`src/rtl/txrxq_pkg.sv`:
```
// Purpose: shared constants and types for the tx/rx command chaining queue
// Assumes: one clock, register port with one-cycle read latency
// Notes: offsets are word indices on the plain register port
package txrxq_pkg;
  // register offsets
  localparam logic [3:0] TXRXQ_OFF_STATUS = 4'h0;
  localparam logic [3:0] TXRXQ_OFF_CMD = 4'h1;
  localparam logic [3:0] TXRXQ_OFF_CONFIG = 4'h2;
  localparam logic [3:0] TXRXQ_OFF_MASK = 4'h3;
  localparam logic [3:0] TXRXQ_OFF_PAGES = 4'h4;
  // configuration bit positions
  localparam int TXRXQ_CFG_CHAIN_BIT = 6;
  localparam int TXRXQ_CFG_LONG_BIT = 3;
  localparam int TXRXQ_CFG_SPEED_BIT = 0;
  // status bit positions
  localparam int TXRXQ_ST_TX_READY = 0;
  localparam int TXRXQ_ST_TX_ACKED = 1;
  localparam int TXRXQ_ST_TX_EDGE = 2;
  localparam int TXRXQ_ST_RX_INH = 3;
  localparam int TXRXQ_ST_RX_EDGE = 4;
  localparam int TXRXQ_ST_RX_LONG = 5;
  // mask bit positions
  localparam int TXRXQ_MSK_TX = 0;
  localparam int TXRXQ_MSK_RX = 1;
  // reset values
  localparam logic [7:0] TXRXQ_CFG_RST = 8'h00;
  localparam logic [1:0] TXRXQ_MSK_RST = 2'h0;
  // command opcodes in wdata[7:4], page in wdata[2:0]
  localparam logic [3:0] TXRXQ_OP_QUEUE_TX = 4'h1;
  localparam logic [3:0] TXRXQ_OP_QUEUE_RX = 4'h2;
  localparam logic [3:0] TXRXQ_OP_CANCEL_TX = 4'h3;
  localparam logic [3:0] TXRXQ_OP_CANCEL_RX = 4'h4;
  localparam logic [3:0] TXRXQ_OP_ACK_TX = 4'h5;
  localparam logic [3:0] TXRXQ_OP_ACK_RX = 4'h6;
  // interrupt gap: 200 ns least time, rounded up in cycles
  localparam int TXRXQ_CLK_MHZ = 125;
  localparam int TXRXQ_GAP_NS = 200;
  localparam int TXRXQ_GAP_CYC = (TXRXQ_GAP_NS * TXRXQ_CLK_MHZ + 999) / 1000;
  // packet header byte offsets within a page
  localparam logic [8:0] TXRXQ_BYTE_SRC = 9'h000;
  localparam logic [8:0] TXRXQ_BYTE_DST = 9'h001;
  localparam logic [8:0] TXRXQ_BYTE_CNT = 9'h002;
  localparam logic [8:0] TXRXQ_BYTE_LCNT = 9'h003;
  // one command queue entry
  typedef struct packed {
    logic vld;
    logic [2:0] page;
  } txrxq_cmd_s;
  // one completion status entry
  typedef struct packed {
    logic vld;
    logic ok;
  } txrxq_stat_s;
endpackage : txrxq_pkg

```
`src/rtl/txrxq_core.sv`:
```
// Purpose: tx/rx command chaining queue with double-buffered status
// Assumes: protocol engine gives one-cycle done pulses on ref_clk_i
// Notes: non-chaining mode keeps a one-deep queue and live flags only
`timescale 1ns/1ns
`default_nettype none
// Behaviour
// - reception end sets inhibit; masked interrupt
// - queue rx page clears inhibit, selects page
// - long enabled: byte 2 zero means long
// - header bytes: source, dest, count layout
// - store packet in sender's layout
// - inhibit set only after complete good store or a cancel of the last page
// - reset to non-chaining; chain on config bit 6
// - two pending commands, two statuses per direction
// - edge flags set only by completions
// - first tx command clears ready, acked
// - second tx command stored with page
// - tx done sets edge flag, interrupt, acked
// - only ack tx clears tx edge, status held
// - second tx interrupt after ack, gap
// - acked flag buffered, never interrupts
// - second tx starts next token, posts later
// - tx mask gates only tx edge flag
// - cancel tx drops oldest pending only
// - rx done sets edge flag; ack clears
// - second rx interrupt held, with gap
// - second rx page takes next packet
// - rx mask gates edge; cancel oldest unstarted
// - success sets acked; ready set either way
module txrxq_core
  import txrxq_pkg::*;
#(
  parameter int GAP_CYC = TXRXQ_GAP_CYC
) (
  input wire logic ref_clk_i,
  input wire logic rst_n_i,
  input wire logic soft_rst_i,
  input wire logic [3:0] reg_addr_i,
  input wire logic [7:0] reg_wdata_i,
  input wire logic reg_wr_i,
  input wire logic reg_rd_i,
  output logic [7:0] reg_rdata_o,
  input wire logic tx_token_i,
  input wire logic tx_done_i,
  input wire logic tx_ack_ok_i,
  output logic tx_start_o,
  output logic [2:0] tx_page_o,
  input wire logic rx_start_i,
  input wire logic rx_done_i,
  input wire logic rx_good_i,
  input wire logic [7:0] rx_cnt_byte_i,
  output logic rx_arm_o,
  output logic [2:0] rx_page_o,
  output logic rx_long_o,
  output logic irq_o
);
  ////////////////////////////////////////////////////////////////////////////
  // configuration and mask registers
  logic [7:0] cfg_ff, nxt_cfg;
  logic [1:0] msk_ff, nxt_msk;
  logic chain;
  logic speed_boost_option;
  logic cmd_wr;
  logic [3:0] op;
  logic [2:0] pg;
  assign chain = cfg_ff[TXRXQ_CFG_CHAIN_BIT];
  assign speed_boost_option = cfg_ff[TXRXQ_CFG_SPEED_BIT];
  assign cmd_wr = reg_wr_i && (reg_addr_i == TXRXQ_OFF_CMD);
  assign op = reg_wdata_i[7:4];
  assign pg = reg_wdata_i[2:0];

  // config and mask writes; soft reset leaves them alone
  always_comb begin
    nxt_cfg = cfg_ff;
    nxt_msk = msk_ff;
    if (reg_wr_i && reg_addr_i == TXRXQ_OFF_CONFIG) begin
      nxt_cfg = reg_wdata_i;
    end else if (reg_wr_i && reg_addr_i == TXRXQ_OFF_MASK) begin
      nxt_msk = reg_wdata_i[1:0];
    end
  end

  always_ff @(posedge ref_clk_i) begin
    if (!rst_n_i) begin
      cfg_ff <= TXRXQ_CFG_RST;
      msk_ff <= TXRXQ_MSK_RST;
    end else begin
      cfg_ff <= nxt_cfg;
      msk_ff <= nxt_msk;
    end
  end

  ////////////////////////////////////////////////////////////////////////////
  // transmit queue: entry 0 is oldest; active marks entry 0 in flight
  txrxq_cmd_s txq_ff [2];
  txrxq_cmd_s nxt_txq [2];
  txrxq_stat_s txs_ff [2];
  txrxq_stat_s nxt_txs [2];
  logic tx_act_ff, nxt_tx_act;
  logic tx_ready_flag_ff, nxt_tx_ready_flag;
  logic tx_acked_live_ff, nxt_tx_acked_live;

  always_comb begin
    nxt_txq = txq_ff;
    nxt_txs = txs_ff;
    nxt_tx_act = tx_act_ff;
    nxt_tx_ready_flag = tx_ready_flag_ff;
    nxt_tx_acked_live = tx_acked_live_ff;
    // completion of the head entry
    if (tx_done_i && tx_act_ff) begin
      nxt_tx_act = 1'b0;
      nxt_txq[0] = txq_ff[1];
      nxt_txq[1] = '0;
      nxt_tx_acked_live = tx_ack_ok_i;
      nxt_tx_ready_flag = !txq_ff[1].vld;
      if (chain) begin
        // push result behind any unacknowledged one
        if (!txs_ff[0].vld) begin
          nxt_txs[0] = '{vld: 1'b1, ok: tx_ack_ok_i};
        end else begin
          nxt_txs[1] = '{vld: 1'b1, ok: tx_ack_ok_i};
        end
      end
    end else if (tx_token_i && txq_ff[0].vld && !tx_act_ff) begin
      nxt_tx_act = 1'b1;
    end
    // host commands; late in the process so an ack pops any new push
    if (cmd_wr && op == TXRXQ_OP_ACK_TX) begin
      nxt_txs[0] = nxt_txs[1];
      nxt_txs[1] = '0;
    end else if (cmd_wr && op == TXRXQ_OP_QUEUE_TX) begin
      if (!nxt_txq[0].vld) begin
        nxt_txq[0] = '{vld: 1'b1, page: pg};
        nxt_tx_ready_flag = 1'b0;
        nxt_tx_acked_live = 1'b0;
      end else if (chain && !nxt_txq[1].vld) begin
        nxt_txq[1] = '{vld: 1'b1, page: pg};
      end
    end else if (cmd_wr && op == TXRXQ_OP_CANCEL_TX && txq_ff[0].vld) begin
      // oldest only, and only before it starts; an in-flight send cannot be withdrawn
      // a head launched by this cycle's token is already on the wire
      if (!tx_act_ff && !tx_start_o) begin
        nxt_txq[0] = nxt_txq[1];
        nxt_txq[1] = '0;
        nxt_tx_ready_flag = !nxt_txq[1].vld && !txq_ff[1].vld;
      end
    end
  end

  always_ff @(posedge ref_clk_i) begin
    if (!rst_n_i || soft_rst_i) begin
      txq_ff <= '{default: '0};
      txs_ff <= '{default: '0};
      tx_act_ff <= 1'b0;
      tx_ready_flag_ff <= 1'b1;
      tx_acked_live_ff <= 1'b0;
    end else begin
      txq_ff <= nxt_txq;
      txs_ff <= nxt_txs;
      tx_act_ff <= nxt_tx_act;
      tx_ready_flag_ff <= nxt_tx_ready_flag;
      tx_acked_live_ff <= nxt_tx_acked_live;
    end
  end

  ////////////////////////////////////////////////////////////////////////////
  // receive queue: engine writes bytes straight into the armed page
  txrxq_cmd_s rxq_ff [2];
  txrxq_cmd_s nxt_rxq [2];
  txrxq_stat_s rxs_ff [2];
  txrxq_stat_s nxt_rxs [2];
  logic rx_busy_ff, nxt_rx_busy;
  logic receive_inhibit_flag_ff, nxt_receive_inhibit_flag;
  logic rx_long_ff, nxt_rx_long;

  always_comb begin
    nxt_rxq = rxq_ff;
    nxt_rxs = rxs_ff;
    nxt_rx_busy = rx_busy_ff;
    nxt_receive_inhibit_flag = receive_inhibit_flag_ff;
    nxt_rx_long = rx_long_ff;
    if (rx_start_i && rxq_ff[0].vld) begin
      nxt_rx_busy = 1'b1;
    end
    if (rx_done_i && rx_busy_ff) begin
      nxt_rx_busy = 1'b0;
      if (rx_good_i) begin
        // count byte zero marks a long frame when enabled
        nxt_rx_long = cfg_ff[TXRXQ_CFG_LONG_BIT] &&
                      (rx_cnt_byte_i == 8'h00);
        nxt_rxq[0] = rxq_ff[1];
        nxt_rxq[1] = '0;
        nxt_receive_inhibit_flag = !rxq_ff[1].vld;
        if (chain) begin
          if (!rxs_ff[0].vld) begin
            nxt_rxs[0] = '{vld: 1'b1, ok: 1'b1};
          end else begin
            nxt_rxs[1] = '{vld: 1'b1, ok: 1'b1};
          end
        end
      end
    end
    if (cmd_wr && op == TXRXQ_OP_ACK_RX) begin
      nxt_rxs[0] = nxt_rxs[1];
      nxt_rxs[1] = '0;
    end else if (cmd_wr && op == TXRXQ_OP_QUEUE_RX) begin
      if (!nxt_rxq[0].vld) begin
        nxt_rxq[0] = '{vld: 1'b1, page: pg};
        nxt_receive_inhibit_flag = 1'b0;
      end else if (chain && !nxt_rxq[1].vld) begin
        nxt_rxq[1] = '{vld: 1'b1, page: pg};
      end
    end else if (cmd_wr && op == TXRXQ_OP_CANCEL_RX && rxq_ff[0].vld) begin
      // a reception already under way cannot be withdrawn
      if (!rx_busy_ff && !rx_start_i) begin
        nxt_rxq[0] = rxq_ff[1];
        nxt_rxq[1] = '0;
        nxt_receive_inhibit_flag = !rxq_ff[1].vld;
      end
    end
  end

  always_ff @(posedge ref_clk_i) begin
    if (!rst_n_i || soft_rst_i) begin
      rxq_ff <= '{default: '0};
      rxs_ff <= '{default: '0};
      rx_busy_ff <= 1'b0;
      receive_inhibit_flag_ff <= 1'b1;
      rx_long_ff <= 1'b0;
    end else begin
      rxq_ff <= nxt_rxq;
      rxs_ff <= nxt_rxs;
      rx_busy_ff <= nxt_rx_busy;
      receive_inhibit_flag_ff <= nxt_receive_inhibit_flag;
      rx_long_ff <= nxt_rx_long;
    end
  end

  ////////////////////////////////////////////////////////////////////////////
  // interrupt gap timers: a popped-in second status waits out the gap
  logic [7:0] tx_gap_ff, nxt_tx_gap;
  logic [7:0] rx_gap_ff, nxt_rx_gap;
  logic tx_pop, rx_pop;
  logic tx_edge, rx_edge;
  logic [7:0] gap_len;
  assign gap_len = speed_boost_option ? 8'(GAP_CYC) : 8'h01;
  assign tx_pop = cmd_wr && op == TXRXQ_OP_ACK_TX;
  assign rx_pop = cmd_wr && op == TXRXQ_OP_ACK_RX;
  // edge flags hide during the gap so the line drops in between
  assign tx_edge = txs_ff[0].vld && (tx_gap_ff == 8'h00);
  assign rx_edge = rxs_ff[0].vld && (rx_gap_ff == 8'h00);

  // gap counters reload on every acknowledge
  always_comb begin
    nxt_tx_gap = (tx_gap_ff != 8'h00) ? tx_gap_ff - 8'h01 : 8'h00;
    nxt_rx_gap = (rx_gap_ff != 8'h00) ? rx_gap_ff - 8'h01 : 8'h00;
    if (tx_pop) begin
      nxt_tx_gap = gap_len;
    end
    if (rx_pop) begin
      nxt_rx_gap = gap_len;
    end
  end

  always_ff @(posedge ref_clk_i) begin
    if (!rst_n_i || soft_rst_i) begin
      tx_gap_ff <= 8'h00;
      rx_gap_ff <= 8'h00;
    end else begin
      tx_gap_ff <= nxt_tx_gap;
      rx_gap_ff <= nxt_rx_gap;
    end
  end

  ////////////////////////////////////////////////////////////////////////////
  // interrupt output: chained mode gates edge flags, else live flags
  logic nxt_irq;
  always_comb begin
    if (chain) begin
      nxt_irq = (msk_ff[TXRXQ_MSK_TX] && tx_edge) ||
                (msk_ff[TXRXQ_MSK_RX] && rx_edge);
    end else begin
      nxt_irq = (msk_ff[TXRXQ_MSK_TX] && tx_ready_flag_ff) ||
                (msk_ff[TXRXQ_MSK_RX] && receive_inhibit_flag_ff);
    end
  end

  always_ff @(posedge ref_clk_i) begin
    if (!rst_n_i) begin
      irq_o <= 1'b0;
    end else begin
      irq_o <= nxt_irq;
    end
  end

  ////////////////////////////////////////////////////////////////////////////
  // status read: acked comes from the head status entry when chained
  logic [7:0] status;
  logic [7:0] nxt_rdata;
  always_comb begin
    status = 8'h00;
    status[TXRXQ_ST_TX_READY] = tx_ready_flag_ff;
    status[TXRXQ_ST_TX_ACKED] = chain ? (txs_ff[0].vld && txs_ff[0].ok)
                                      : tx_acked_live_ff;
    status[TXRXQ_ST_TX_EDGE] = tx_edge;
    status[TXRXQ_ST_RX_INH] = receive_inhibit_flag_ff;
    status[TXRXQ_ST_RX_EDGE] = rx_edge;
    status[TXRXQ_ST_RX_LONG] = rx_long_ff;
  end

  // read mux; unmapped offsets read zero
  always_comb begin
    nxt_rdata = 8'h00;
    if (!reg_rd_i) begin
      nxt_rdata = 8'h00;
    end else if (reg_addr_i == TXRXQ_OFF_STATUS) begin
      nxt_rdata = status;
    end else if (reg_addr_i == TXRXQ_OFF_CONFIG) begin
      nxt_rdata = cfg_ff;
    end else if (reg_addr_i == TXRXQ_OFF_MASK) begin
      nxt_rdata = {6'h00, msk_ff};
    end else if (reg_addr_i == TXRXQ_OFF_PAGES) begin
      nxt_rdata = {1'b0, rxq_ff[0].page, 1'b0, txq_ff[0].page};
    end
  end

  always_ff @(posedge ref_clk_i) begin
    if (!rst_n_i) begin
      reg_rdata_o <= 8'h00;
    end else begin
      reg_rdata_o <= nxt_rdata;
    end
  end

  ////////////////////////////////////////////////////////////////////////////
  // engine side: page selection; frames land unrearranged in the page
  always_comb begin
    tx_start_o = tx_token_i && txq_ff[0].vld && !tx_act_ff;
    tx_page_o = txq_ff[0].page;
    rx_arm_o = rxq_ff[0].vld;
    rx_page_o = rxq_ff[0].page;
    rx_long_o = rx_long_ff;
  end
endmodule : txrxq_core
`default_nettype wire

```
`config.mk`:
```
export PLATFORM = sky130hd
export DESIGN_NAME = txrxq_core
export DESIGN_NICKNAME = d
export VERILOG_FILES = /design/src/rtl/txrxq_pkg.sv /design/src/rtl/txrxq_core.sv
export SDC_FILE = /design/constraint.sdc
export NUM_CORES = 1
export LEC_CHECK = 0
export ABC_AREA = 1
export BUFFER_PORTS_ARGS = -buffer_cell sky130_fd_sc_hd__clkbuf_2
export CORE_MARGIN = 3
export CORE_UTILIZATION = 32
export DETAILED_ROUTE_END_ITERATION = 8
export SYNTH_ARGS = -nofsm -noshare
export SYNTH_HDL_FRONTEND = slang
export SYNTH_SLANG_ARGS = --single-unit
```
`constraint.sdc`:
```
create_clock -name ref_clk_i -period 2.8 [get_ports ref_clk_i]
set_input_delay 0.56 -clock ref_clk_i [delete_from_list [all_inputs] [get_ports ref_clk_i]]
set_output_delay 0.56 -clock ref_clk_i [all_outputs]
set_load 0.01 [all_outputs]
```
==> flow_summary.rst, run 1 <==
.. list-table::
   :header-rows: 1

   * - Metric
     - Value
   * - Most common cell in the netlist
     - sky130_fd_sc_hd__nand2_1
   * - Initial antenna violation count
     - 0
   * - Count of cells resized by post-cts repair
     - 0
   * - Yosys synthesis warning count
     - 0
   * - Power per Cell Area
     - ~650 nW/um^2
   * - Clock latency reported for the late side of the worst-skew pair
     - 0.34 ns
   * - VDD IR max
     - 0.212 mV
   * - Total wire length
     - 8.79 mm
   * - Max Root-Sink Buffers
     - 2
   * - HPWL reported at the end of detailed placement
     - 6.61 mm
   * - Number of DRC violations after detailed routing
     - 0
   * - MaxCap Viol Count
     - 0
   * - Worst slew margin relative to its limit
     - between 50% and 60%
   * - Commonest cells post-synth
     - sky130_fd_sc_hd__nand2_1, sky130_fd_sc_hd__dfxtp_1, sky130_fd_sc_hd__inv_1, sky130_fd_sc_hd__nor2_1, sky130_fd_sc_hd__nand3_1
   * - Number of diodes added for antenna fixing
     - 0
   * - Transition time at the pin with the least slew margin
     - 0.603 ns
   * - Final Cycle Share
     - 65.6%
   * - M1 WL
     - 4.35 mm
   * - Post-synthesis sequential area ratio
     - a little under two fifths
   * - Wire per inst
     - 12.9 um
   * - Data arrival time of the critical path
     - 2.11 ns
   * - Number of clock buffers inserted by TritonCTS
     - 9
   * - GRT Overall Usage
     - between 10% and 20%
   * - Number of optimization iterations in the first detailed-route pass
     - 5
   * - Total number of vias
     - ~3,300
   * - Startpoint types
     - flop
   * - Total of buffers placed on input and output ports
     - 48
   * - Longest individual stage delay on the worst path
     - 0.45 ns
   * - Number of filler cells placed in the layout
     - between 1,000 and 1,500
   * - Cell chosen for the clock root
     - sky130_fd_sc_hd__clkbuf_8
   * - Cell type group with the largest total delay on the critical path
     - simple AND/OR/NAND/NOR gates
   * - CTS sink count
     - 63
   * - # IOs
     - 49
   * - Fraction of synthesis flops using an asynchronous set or reset pin
     - 0%
   * - Uppermost routed layer
     - met4
   * - Predominant post-synthesis flop cell
     - sky130_fd_sc_hd__dfxtp_1
   * - Die Y
     - 108 um
   * - Biggest area contributors in the synthesized netlist
     - sky130_fd_sc_hd__dfxtp_1, sky130_fd_sc_hd__nand2_1, sky130_fd_sc_hd__inv_1
   * - Standard cell core area
     - 9910 sq um
   * - Dominant cell type by area after synthesis
     - sky130_fd_sc_hd__dfxtp_1
   * - CP max-delay cell
     - sky130_fd_sc_hd__nand3_1
   * - Cell occurring most often along the worst timing path
     - sky130_fd_sc_hd__nand2_1
   * - Routed wl met2
     - around 3.6 mm
   * - CTS HTree Levels
     - 3
   * - CTS tree
     - done
   * - Met3 Routed Length
     - 648 um
   * - Clock slew seen by the registers of the worst setup and hold paths
     - 0.07 ns
   * - Number of cell rows
     - 36
   * - Signed area change from the synthesized netlist to the final layout
     - 15.8%
   * - Final number of hold-violating endpoints
     - 0
   * - Final Max Tran Viols
     - 0
   * - Total die area
     - between 10,000 and 15,000 sq um
   * - Area of the mapped netlist
     - 3310 sq um
   * - Synth unique cells
     - 38
   * - Number of enable-type register cells in the synthesized netlist
     - 0
   * - Type of the setup path with the least slack
     - flop to flop
   * - Die Wd
     - 108 um
   * - Sum of internal, switching and leakage power
     - 0.00250 W
   * - WHS
     - 0.454 ns
   * - Critical path data required time
     - 3.07 ns
   * - Initial cell density of the core
     - 33.4%
   * - Number of instances in the synthesized netlist
     - roughly 490
   * - Remaining antenna violation count
     - 0
   * - Setup crit end kind
     - flop
   * - Maximum number of pins on one net before global-route repair
     - 16
   * - Initial DRC count
     - 184
   * - RSZ-0062 raised after global routing
     - false
   * - Reported leakage power
     - 1.85 nW
   * - Clock period minus final worst setup slack
     - 1.84 ns
   * - Outcome
     - complete, no violations
   * - Share of the synthesized area in the top cell type
     - 38.1%
   * - Post-route design area
     - ~3800 sq um
   * - Total gr overflow
     - 0
   * - Setup TNS
     - 0 ns
   * - Share of cells above drive strength 1
     - 17.6%
   * - Class of the tightest hold or removal check
     - flop to flop
   * - Via density
     - between 4 and 5
   * - Final net count
     - approximately 580
   * - First-pass GRT wire length
     - about 15 mm
   * - Crit path cell chain
     - nand3_1 -> o21ai_2 -> nand3_2 -> nand2_1 -> nand2_1 -> a21oi_1
   * - Bufs and invs on worst path
     - 0
   * - Number of global-route vias before repair
     - 2,987
   * - Post CTS Setup Buffer Count
     - 0
   * - # hold bufs at CTS
     - 0
   * - RD Place Congestion
     - between 0.8 and 0.9
   * - Setup Viol. Count Final
     - 0
   * - Synthesis-stage register bit count
     - 63
   * - Achievable Freq
     - 545 MHz
   * - Layout Skew
     - 0.00396 ns
   * - Max FO, Critical Path
     - 15
   * - Storage cell area
     - 1260 sq um
   * - Average cell area after synthesis
     - 6.73 sq um
   * - Cell area after placement
     - 3660 sq um
   * - Area taken by multi-input logic gates
     - approximately 1700 sq um
   * - Synthesized net count
     - 527
-- layout make-up --
cell class	count	area share [%]
clock inverters	3	0.457
repair buffers	50	6.66
multi-input cells	346	44.6
clock buffers	13	4.14
well taps	133	4.34
inverters	71	6.95
flip-flops and latches	63	32.9
-- layer usage --
metal / global-route usage, % / up-vias
met5: 0 / -
met1: 23.0 / 1437
met3: 3.00 / 16
met2: 23.0 / 145
met4: 6.22 / 0
li1: - / 1664
-- worst register-to-register path, cell delays in order (launching register included) --
cell	delay [ns]
sky130_fd_sc_hd__dfxtp_1	0.37
sky130_fd_sc_hd__nand3_1	0.45
sky130_fd_sc_hd__o21ai_2	0.45
sky130_fd_sc_hd__nand3_2	0.17
sky130_fd_sc_hd__nand2_1	0.13
sky130_fd_sc_hd__nand2_1	0.06
sky130_fd_sc_hd__a21oi_1	0.13
-- sequential cells by signal (all words and copies together) (netlist names), 4 cells and up --
name         count
rx_gap_ff        8
cfg_ff           8
txq_ff           5
reg_rdata_o      8
rxq_ff           4
tx_gap_ff        8
txs_ff           4
-- cells by family after synthesis --
| logic type | share of synthesized area (%) |
|---|---|
| buffers and inverters | 10.3 |
| XOR/XNOR | 2.38 |
| AO/OA/AOI/OAI | 11.5 |
| adder cells (fa/ha/maj) | 1.51 |
| flip-flops | 38.1 |
| multiplexers | 0.302 |
| AND/OR/NAND/NOR | 35.9 |
-- power breakdown --
group	internal (W)	switching [W]	total, W
clock	0.000367	0.000360	0.000727
combinational	0.000284	0.000450	0.000734
sequential	0.000985	0.0000539	0.00104
-- per-stage QoR --
stage	std cells	setup WS [ns]	utilization, %
floorplan	492	1.23	-
global placement	663	0.842	36.9
detailed placement	663	0.760	36.9
CTS	679	0.997	38.7
global route	679	0.803	38.7
finish	679	0.964	38.7
-- path summary, 6_finish.rpt --
| path | slack [ns] | to | depth (start not counted) | from |
|---|---|---|---|---|
| setup / recovery | 0.96 | rx_page_o[0]$_SDFF_PP0_ | 6 | rx_busy_ff$_SDFFE_PP0P_ |
| hold / removal | 0.45 | reg_rdata_o[7]$_SDFF_PP0_ | 2 | cfg_ff[7]$_SDFFE_PN0N_ |
| setup reg to reg | 0.96 | rx_page_o[0]$_SDFF_PP0_ | 6 | rx_busy_ff$_SDFFE_PP0P_ |
| hold reg to reg | 0.45 | reg_rdata_o[7]$_SDFF_PP0_ | 2 | cfg_ff[7]$_SDFFE_PN0N_ |
-- cells in the final DEF, fill, tap and decap left out, types with 4 or more instances in the layout --
master and count:
sky130_fd_sc_hd__inv_2 8, sky130_fd_sc_hd__nor2_4 5, sky130_fd_sc_hd__inv_1 62, sky130_fd_sc_hd__o21ai_0 23, sky130_fd_sc_hd__o211ai_1 4, sky130_fd_sc_hd__nand2_2 5, sky130_fd_sc_hd__dfxtp_1 63, sky130_fd_sc_hd__a21oi_1 32
sky130_fd_sc_hd__ha_1 4, sky130_fd_sc_hd__nor2_1 51, sky130_fd_sc_hd__nand4_1 7, sky130_fd_sc_hd__o21ai_1 4, sky130_fd_sc_hd__nand2_1 130, sky130_fd_sc_hd__clkbuf_2 48, sky130_fd_sc_hd__or2_2 4, sky130_fd_sc_hd__nand3_1 39
sky130_fd_sc_hd__xor2_1 8, sky130_fd_sc_hd__nor3_1 6, sky130_fd_sc_hd__clkbuf_8 11
No activity file was read; power rests on OpenSTA's default activity.
==> run 2, diff against run 1 <==
clock period = 1.5 ns   (was 2.8 ns; I/O delays follow)
==> flow_summary.rst, run 2 (synthesis gave the netlist of run 1 again) <==
.. list-table::
   :header-rows: 1

   * - Metric
     - Value
   * - CTS sink count
     - 63 (unchanged)
   * - MaxCap Viol Count
     - 0 (unchanged)
   * - Uppermost routed layer
     - met4
   * - Number of DRC violations after detailed routing
     - 0 (unchanged)
   * - Total of buffers placed on input and output ports
     - 48 (unchanged)
   * - HP Start
     - reg_wdata_i[3]
   * - Cell occurring most often along the worst timing path
     - sky130_fd_sc_hd__nor2_1
   * - Post CTS Setup Buffer Count
     - 0 (unchanged)
   * - Setup TNS
     - 0 ns (unchanged)
   * - Standard cell core area
     - 9910 sq um (unchanged)
   * - Layout Skew
     - 0.00699 ns (+0.00303 ns)
   * - Remaining antenna violation count
     - 0 (unchanged)
   * - Max Root-Sink Buffers
     - 2 (unchanged)
   * - Transition time at the pin with the least slew margin
     - 0.339 ns (-0.263 ns)
   * - Setup crit end kind
     - flop
   * - Final net count
     - 606 (+5.2%)
   * - Share of cells above drive strength 1
     - 22.9% (+5.3 points)
   * - Worst reg2reg setup slack
     - 0.13 ns (-0.84 ns)
   * - Cell chosen for the clock root
     - sky130_fd_sc_hd__clkbuf_8
   * - Max FO, Critical Path
     - 7 (-8)
   * - Number of diodes added for antenna fixing
     - 0 (unchanged)
   * - Die Y
     - 108 um (unchanged)
   * - Routed wl met2
     - 4.02 mm (+11%)
   * - Final number of hold-violating endpoints
     - 0 (unchanged)
   * - CTS tree
     - done
   * - CTS HTree Levels
     - 3 (unchanged)
   * - Number of filler cells placed in the layout
     - 1,091 (+2.5%)
   * - Maximum number of pins on one net before global-route repair
     - 14 (-2)
   * - Initial cell density of the core
     - 33.4% (unchanged)
   * - # IOs
     - 49 (unchanged)
   * - Worst hold path depth
     - 3 (+1)
   * - Clock latency reported for the late side of the worst-skew pair
     - 0.35 ns (about the same)
   * - Final Max Tran Viols
     - 0 (unchanged)
   * - Power per Cell Area
     - 1240 nW/um^2 (+90%)
   * - M1 WL
     - 4.61 mm (+5.9%)
   * - Initial antenna violation count
     - 0 (unchanged)
   * - Cells on worst reg2reg path
     - 7 (+1)
   * - CP max-delay cell
     - sky130_fd_sc_hd__dfxtp_1
   * - Worst slew margin relative to its limit
     - 77.2% (+17 points)
   * - Met3 Routed Length
     - 604 um (-6.8%)
   * - Clock period minus final worst setup slack
     - 1.37 ns (-0.463 ns)
   * - # hold bufs at CTS
     - 0 (unchanged)
   * - GRT Overall Usage
     - 16.6% (+0.73 points)
   * - Crit path cell chain
     - nand2_4 -> inv_2 -> nor2_1 -> nor3_1 -> nand2_1 -> o21ai_0 -> nor2_1
   * - Type of the setup path with the least slack
     - flop to flop
   * - Number of cell rows
     - 36 (unchanged)
   * - Startpoint types
     - flop
   * - Die Wd
     - 108 um (unchanged)
   * - VDD IR max
     - 0.502 mV (+140%)
   * - First-pass GRT wire length
     - 15.1 mm (+3.6%)
   * - Reported leakage power
     - 2.03 nW (+9.5%)
   * - Setup Viol. Count Final
     - 0 (unchanged)
   * - Signed area change from the synthesized netlist to the final layout
     - 25.2%
   * - Total die area
     - 11,600 sq um (unchanged)
   * - Outcome
     - complete, no violations
   * - Capture point of the worst reg-to-reg path
     - txq_ff[0]$_SDFF_PP0_
   * - Post-layout util
     - 41.8% (+3.1 points)
   * - RD Place Congestion
     - 0.871 (+2.6%)
   * - Most frequent standard cell in the layout excluding fill and tap cells
     - sky130_fd_sc_hd__nand2_1
   * - Final Cycle Share
     - 91.5% (+26 points)
   * - HPWL reported at the end of detailed placement
     - 7.34 mm (+11%)
   * - Initial DRC count
     - 159 (-14%)
   * - Number of global-route vias before repair
     - 3,098 (+3.7%)
   * - Clock slew seen by the registers of the worst setup and hold paths
     - 0.07 ns (about the same)
   * - RSZ-0062 raised after global routing
     - false
   * - Total gr overflow
     - 0 (unchanged)
   * - Critical path data required time
     - 1.74 ns (-1.33 ns)
   * - Sink of the worst hold path
     - cfg_ff[3]$_SDFFE_PN0N_
   * - Commonest non-fill, non-tap cells in the layout
     - sky130_fd_sc_hd__nand2_1, sky130_fd_sc_hd__dfxtp_1, sky130_fd_sc_hd__inv_1
   * - Achievable Freq
     - 729 MHz (+34%)
   * - Longest individual stage delay on the worst path
     - 0.39 ns (-0.06 ns)
   * - Via density
     - 4.70 (-2.2%)
   * - Data arrival time of the critical path
     - 1.61 ns (-0.50 ns)
   * - Number of optimization iterations in the first detailed-route pass
     - 4 (-1)
   * - Total number of vias
     - 3,332 (+2.1%)
   * - Class of the tightest hold or removal check
     - primary input to flop
   * - Worst flop-to-flop path startpoint
     - tx_act_ff$_SDFFE_PP0P_
   * - Wire per inst
     - 13.2 um (+1.9%)
   * - Number of clock buffers inserted by TritonCTS
     - 9 (unchanged)
   * - Total wire length
     - 9.36 mm (+6.4%)
-- run 2: cell type report --
cell class | instances | area (sq um) | area share [%]
Tap cell | 133 | 166 | 4.01
Multi-Input combinational cell | 346 | 1730 | 41.8
Clock buffer | 13 | 159 | 3.83
Clock inverter | 3 | 65.1 | 1.57
Inverter | 71 | 267 | 6.43
Timing Repair Buffer | 80 | 493 | 11.9
Sequential cell | 63 | 1260 | 30.4
-- run 2: through the flow --
step | instances | hold slack, ns | setup WS (ns) | area (sq um) | power, W
2_1_floorplan | 492 | 0.378 | 0.192 | 3310 | 0.00307
3_3_place_gp | 693 | 0.452 | -0.0609 | 3900 | 0.00341
3_5_place_dp | 693 | 0.455 | -0.0684 | 3900 | 0.00345
4_1_cts | 709 | 0.208 | 0.0509 | 4120 | 0.00515
5_1_grt | 709 | 0.228 | 0.0125 | 4150 | 0.00548
6_report | 709 | 0.226 | 0.128 | 4150 | 0.00512
-- run 2: report_power, final --
part	leakage, nW	switching (W)	internal (W)	total [W]
clock network	0.114	0.000669	0.00103	0.00170
registers	0.510	0.000103	0.00184	0.00194
logic	1.41	0.000900	0.000585	0.00149
-- run 2: critical path: cells and delay by family, from the launching register on --
kind	cells	cell delay (ns)
AO/OA/AOI/OAI	1	0.17
flip-flops	1	0.39
buffers and inverters	1	0.14
AND/OR/NAND/NOR	5	0.57
-- run 2: worst max-delay path by stage --
stage | startpoint | endpoint | slack [ns] | cells past startpoint
3_3_place_gp | reg_addr_i[3] | receive_inhibit_flag_ff$_SDFF_PP1_ | -0.06 | 9
5_1_grt | tx_act_ff$_SDFFE_PP0P_ | txq_ff[2]$_SDFF_PP0_ | 0.01 | 8
4_1_cts | tx_act_ff$_SDFFE_PP0P_ | txq_ff[1]$_SDFF_PP0_ | 0.05 | 8
3_5_place_dp | reg_addr_i[3] | tx_gap_ff[4]$_SDFF_PP0_ | -0.07 | 10
2_1_floorplan | reg_wr_i | tx_gap_ff[3]$_SDFF_PP0_ | 0.19 | 10
6_report | tx_act_ff$_SDFFE_PP0P_ | txq_ff[0]$_SDFF_PP0_ | 0.13 | 7
-- run 2: timing repair --
item / 4_1_cts / 5_1_grt
hold endpoints to repair: 0 / 0
resized for setup: 0 / 9
setup endpoints to repair: 0 / 17
-- run 2: routing by layer --
layer	vias up	track usage, %
li1	1720	-
met1	1508	23.8
met2	93	25.0
met3	11	3.84
met4	0	4.33
met5	-	0
==> run 3, diff against run 2 <==
SETUP_SLACK_MARGIN = 0.4   (was unset)
clock period = 1.7 ns   (was 1.5 ns; I/O delays follow)
==> flow_summary.rst, run 3 (synthesis gave the netlist of run 1 again) <==
.. list-table::
   :header-rows: 1

   * - Metric
     - Value
   * - Outcome
     - complete, no violations
   * - VDD IR max
     - 0.430 mV (-14%)
   * - CTS sink count
     - 63 (unchanged)
   * - Wire per inst
     - 13.1 um (-1.1%)
   * - Type of the setup path with the least slack
     - flop to flop
   * - HPWL reported at the end of detailed placement
     - 6.96 mm (-5.2%)
   * - Reported leakage power
     - 2.02 nW (-0.41%)
   * - Signed area change from the synthesized netlist to the final layout
     - 27.6%
   * - Clock slew seen by the registers of the worst setup and hold paths
     - 0.07 ns (about the same)
   * - Initial cell density of the core
     - 33.4% (unchanged)
   * - Standard cell core area
     - 9910 sq um (unchanged)
   * - Data arrival time of the critical path
     - 1.60 ns (about the same)
   * - Critical path data required time
     - 1.99 ns (+0.25 ns)
   * - Worst slew margin relative to its limit
     - 82.3% (+5.1 points)
   * - Part of the total power dissipated in the clock network
     - 30.7% (-2.4 points)
   * - Sum of internal, switching and leakage power
     - 0.00441 W (-14%)
   * - Max Root-Sink Buffers
     - 2 (unchanged)
   * - Class of the tightest hold or removal check
     - primary input to flop
   * - Total of buffers placed on input and output ports
     - 48 (unchanged)
   * - GRT Overall Usage
     - 16.3% (-0.32 points)
   * - Max FO, Critical Path
     - 5 (-2)
   * - Pre-CTS setup slack
     - 0.0282 ns (+0.0966 ns)
   * - Via density
     - 4.74 (+0.91%)
   * - Final number of hold-violating endpoints
     - 0 (unchanged)
   * - Transition time at the pin with the least slew margin
     - 0.263 ns (-0.0763 ns)
   * - Final Max Tran Viols
     - 0 (unchanged)
   * - Cell internal pwr
     - 0.00289 W (-16%)
   * - MaxCap Viol Count
     - 0 (unchanged)
   * - Setup crit end kind
     - flop
   * - First-pass GRT wire length
     - 14.9 mm (-0.96%)
   * - RD Place Congestion
     - 0.873 (+0.14%)
   * - Number of global-route vias before repair
     - 3,060 (-1.2%)
   * - Power per Cell Area
     - 1040 nW/um^2 (-16%)
   * - Net Switching
     - 0.00152 W (-9.2%)
   * - Clock period minus final worst setup slack
     - 1.31 ns (-0.0637 ns)
   * - # hold bufs at CTS
     - 0 (unchanged)
   * - Final net count
     - 596 (-1.7%)
   * - Number of clock buffers inserted by TritonCTS
     - 9 (unchanged)
   * - Number of optimization iterations in the first detailed-route pass
     - 5 (+1)
   * - Initial antenna violation count
     - 0 (unchanged)
   * - Non-filler instance count after layout
     - 699 (-1.4%)
   * - CTS tree
     - done
   * - Die Wd
     - 108 um (unchanged)
   * - Layout Skew
     - 0.00503 ns (-0.00195 ns)
   * - Total number of vias
     - 3,315 (-0.51%)
   * - Initial DRC count
     - 188 (+18%)
   * - Commonest non-fill, non-tap cells in the layout
     - sky130_fd_sc_hd__nand2_1, sky130_fd_sc_hd__inv_1, sky130_fd_sc_hd__dfxtp_1
   * - Maximum number of pins on one net before global-route repair
     - 15 (+1)
   * - Total wire length
     - 9.12 mm (-2.5%)
   * - CTS HTree Levels
     - 3 (unchanged)
   * - Total gr overflow
     - 0 (unchanged)
   * - Setup Viol. Count Final
     - 0 (unchanged)
   * - Number of DRC violations after detailed routing
     - 0 (unchanged)
   * - Area taken by multi-input logic gates
     - 1870 sq um (+7.8%)
   * - Achievable Freq
     - 764 MHz (+4.9%)
   * - # IOs
     - 49 (unchanged)
   * - Number of cell rows
     - 36 (unchanged)
   * - Final Cycle Share
     - 77.0% (-15 points)
   * - Number of instances in the placed design
     - 674 (-2.7%)
   * - Total die area
     - 11,600 sq um (unchanged)
   * - Share of cells above drive strength 1
     - 28.3% (+5.4 points)
   * - Sequential Power Share
     - 39.0% (+1.1 points)
   * - WHS
     - 0.242 ns (+0.0159 ns)
   * - Number of diodes added for antenna fixing
     - 0 (unchanged)
   * - Number of filler cells placed in the layout
     - 1,053 (-3.5%)
   * - Remaining antenna violation count
     - 0 (unchanged)
   * - Clock latency reported for the late side of the worst-skew pair
     - 0.35 ns (about the same)
   * - Setup TNS
     - 0 ns (unchanged)
   * - Combinational cell fraction of total power
     - 30.3% (+1.3 points)
   * - Cell chosen for the clock root
     - sky130_fd_sc_hd__clkbuf_8
   * - Die Y
     - 108 um (unchanged)
   * - RSZ-0062 raised after global routing
     - true
   * - Startpoint types
     - flop
   * - Net switching fraction of the power
     - 34.5% (+1.8 points)
   * - Worst setup slack after layout
     - 0.391 ns (+0.264 ns)
   * - Storage cell area
     - 1280 sq um (+1.4%)
   * - Most frequent standard cell in the layout excluding fill and tap cells
     - sky130_fd_sc_hd__nand2_1
-- run 3: cell count changes in the layout (fill, tap and decap cells not counted), moves of 6 or more --
cell / delta
sky130_fd_sc_hd__nor2_1: -8
sky130_fd_sc_hd__nor2_2: +8
sky130_fd_sc_hd__dfxtp_1: -6
sky130_fd_sc_hd__buf_4: -11
sky130_fd_sc_hd__o21ai_1: +8
sky130_fd_sc_hd__o21ai_0: -9
sky130_fd_sc_hd__nand2_1: -10
-- run 3: area by class of cell --
| cell class | instances | share of cell area [%] |
|---|---|---|
| Multi-Input combinational cell | 346 | 44.3 |
| Sequential cell | 63 | 30.3 |
| Timing Repair Buffer | 70 | 10.1 |
| Inverter | 71 | 6.55 |
| Tap cell | 133 | 3.94 |
| Clock buffer | 11 | 3.58 |
| Clock inverter | 5 | 1.33 |
-- run 3: timing repair --
item,4_1_cts,5_1_grt
gates resized for setup,13,51
setup buffers,3,6
hold endpoints to repair,0,0
endpoints found under the setup margin,25,36
pin swaps,1,15
-- run 3: path summary, 6_finish.rpt --
path	startpoint	to	cells after the start	slack [ns]
setup / recovery	rx_busy_ff$_SDFFE_PP0P_	rxq_ff[2]$_SDFF_PP0_	7	0.39
hold / removal	reg_wdata_i[3]	cfg_ff[3]$_SDFFE_PN0N_	3	0.24
setup reg to reg	rx_busy_ff$_SDFFE_PP0P_	rxq_ff[2]$_SDFF_PP0_	7	0.39
hold reg to reg	cfg_ff[7]$_SDFFE_PN0N_	reg_rdata_o[7]$_SDFF_PP0_	2	0.46
-- run 3: metrics by stage --
stage	util, %	instance area, sq um
finish	42.6	4220
CTS	40.8	4040
floorplan	-	3350
global route	42.6	4220
global placement	38.1	3770
detailed placement	38.1	3770
-- run 3: per-layer routing --
layer  part of all wire [%]  global-route usage, %  up-vias
met2                     44                   24.8      100
met3                    6.8                   4.08        6
li1                       -                      -     1715
met5                      0                      0        -
met4                    1.2                   5.05        0
met1                     48                   22.6     1494
-- run 3: worst max-delay path, cell delays in order, from the launching register on --
cell,delay (ns)
sky130_fd_sc_hd__dfxtp_4,0.37
sky130_fd_sc_hd__nand3_4,0.08
sky130_fd_sc_hd__buf_12,0.14
sky130_fd_sc_hd__o21ai_4,0.24
sky130_fd_sc_hd__nand3_4,0.13
sky130_fd_sc_hd__o21ai_1,0.15
sky130_fd_sc_hd__nand2_1,0.06
sky130_fd_sc_hd__nor2_1,0.07
-- run 3: power by group through the flow --
| stage | Combinational, W | Sequential [W] | Clock, W |
|---|---|---|---|
| 3_3_place_gp | 0.00123 | 0.00174 | 0 |
| 4_1_cts | 0.00130 | 0.00172 | 0.00139 |
| 3_5_place_dp | 0.00127 | 0.00174 | 0 |
| 5_1_grt | 0.00153 | 0.00174 | 0.00146 |
| 2_1_floorplan | 0.000998 | 0.00172 | 0 |
| 6_report | 0.00133 | 0.00172 | 0.00135 |
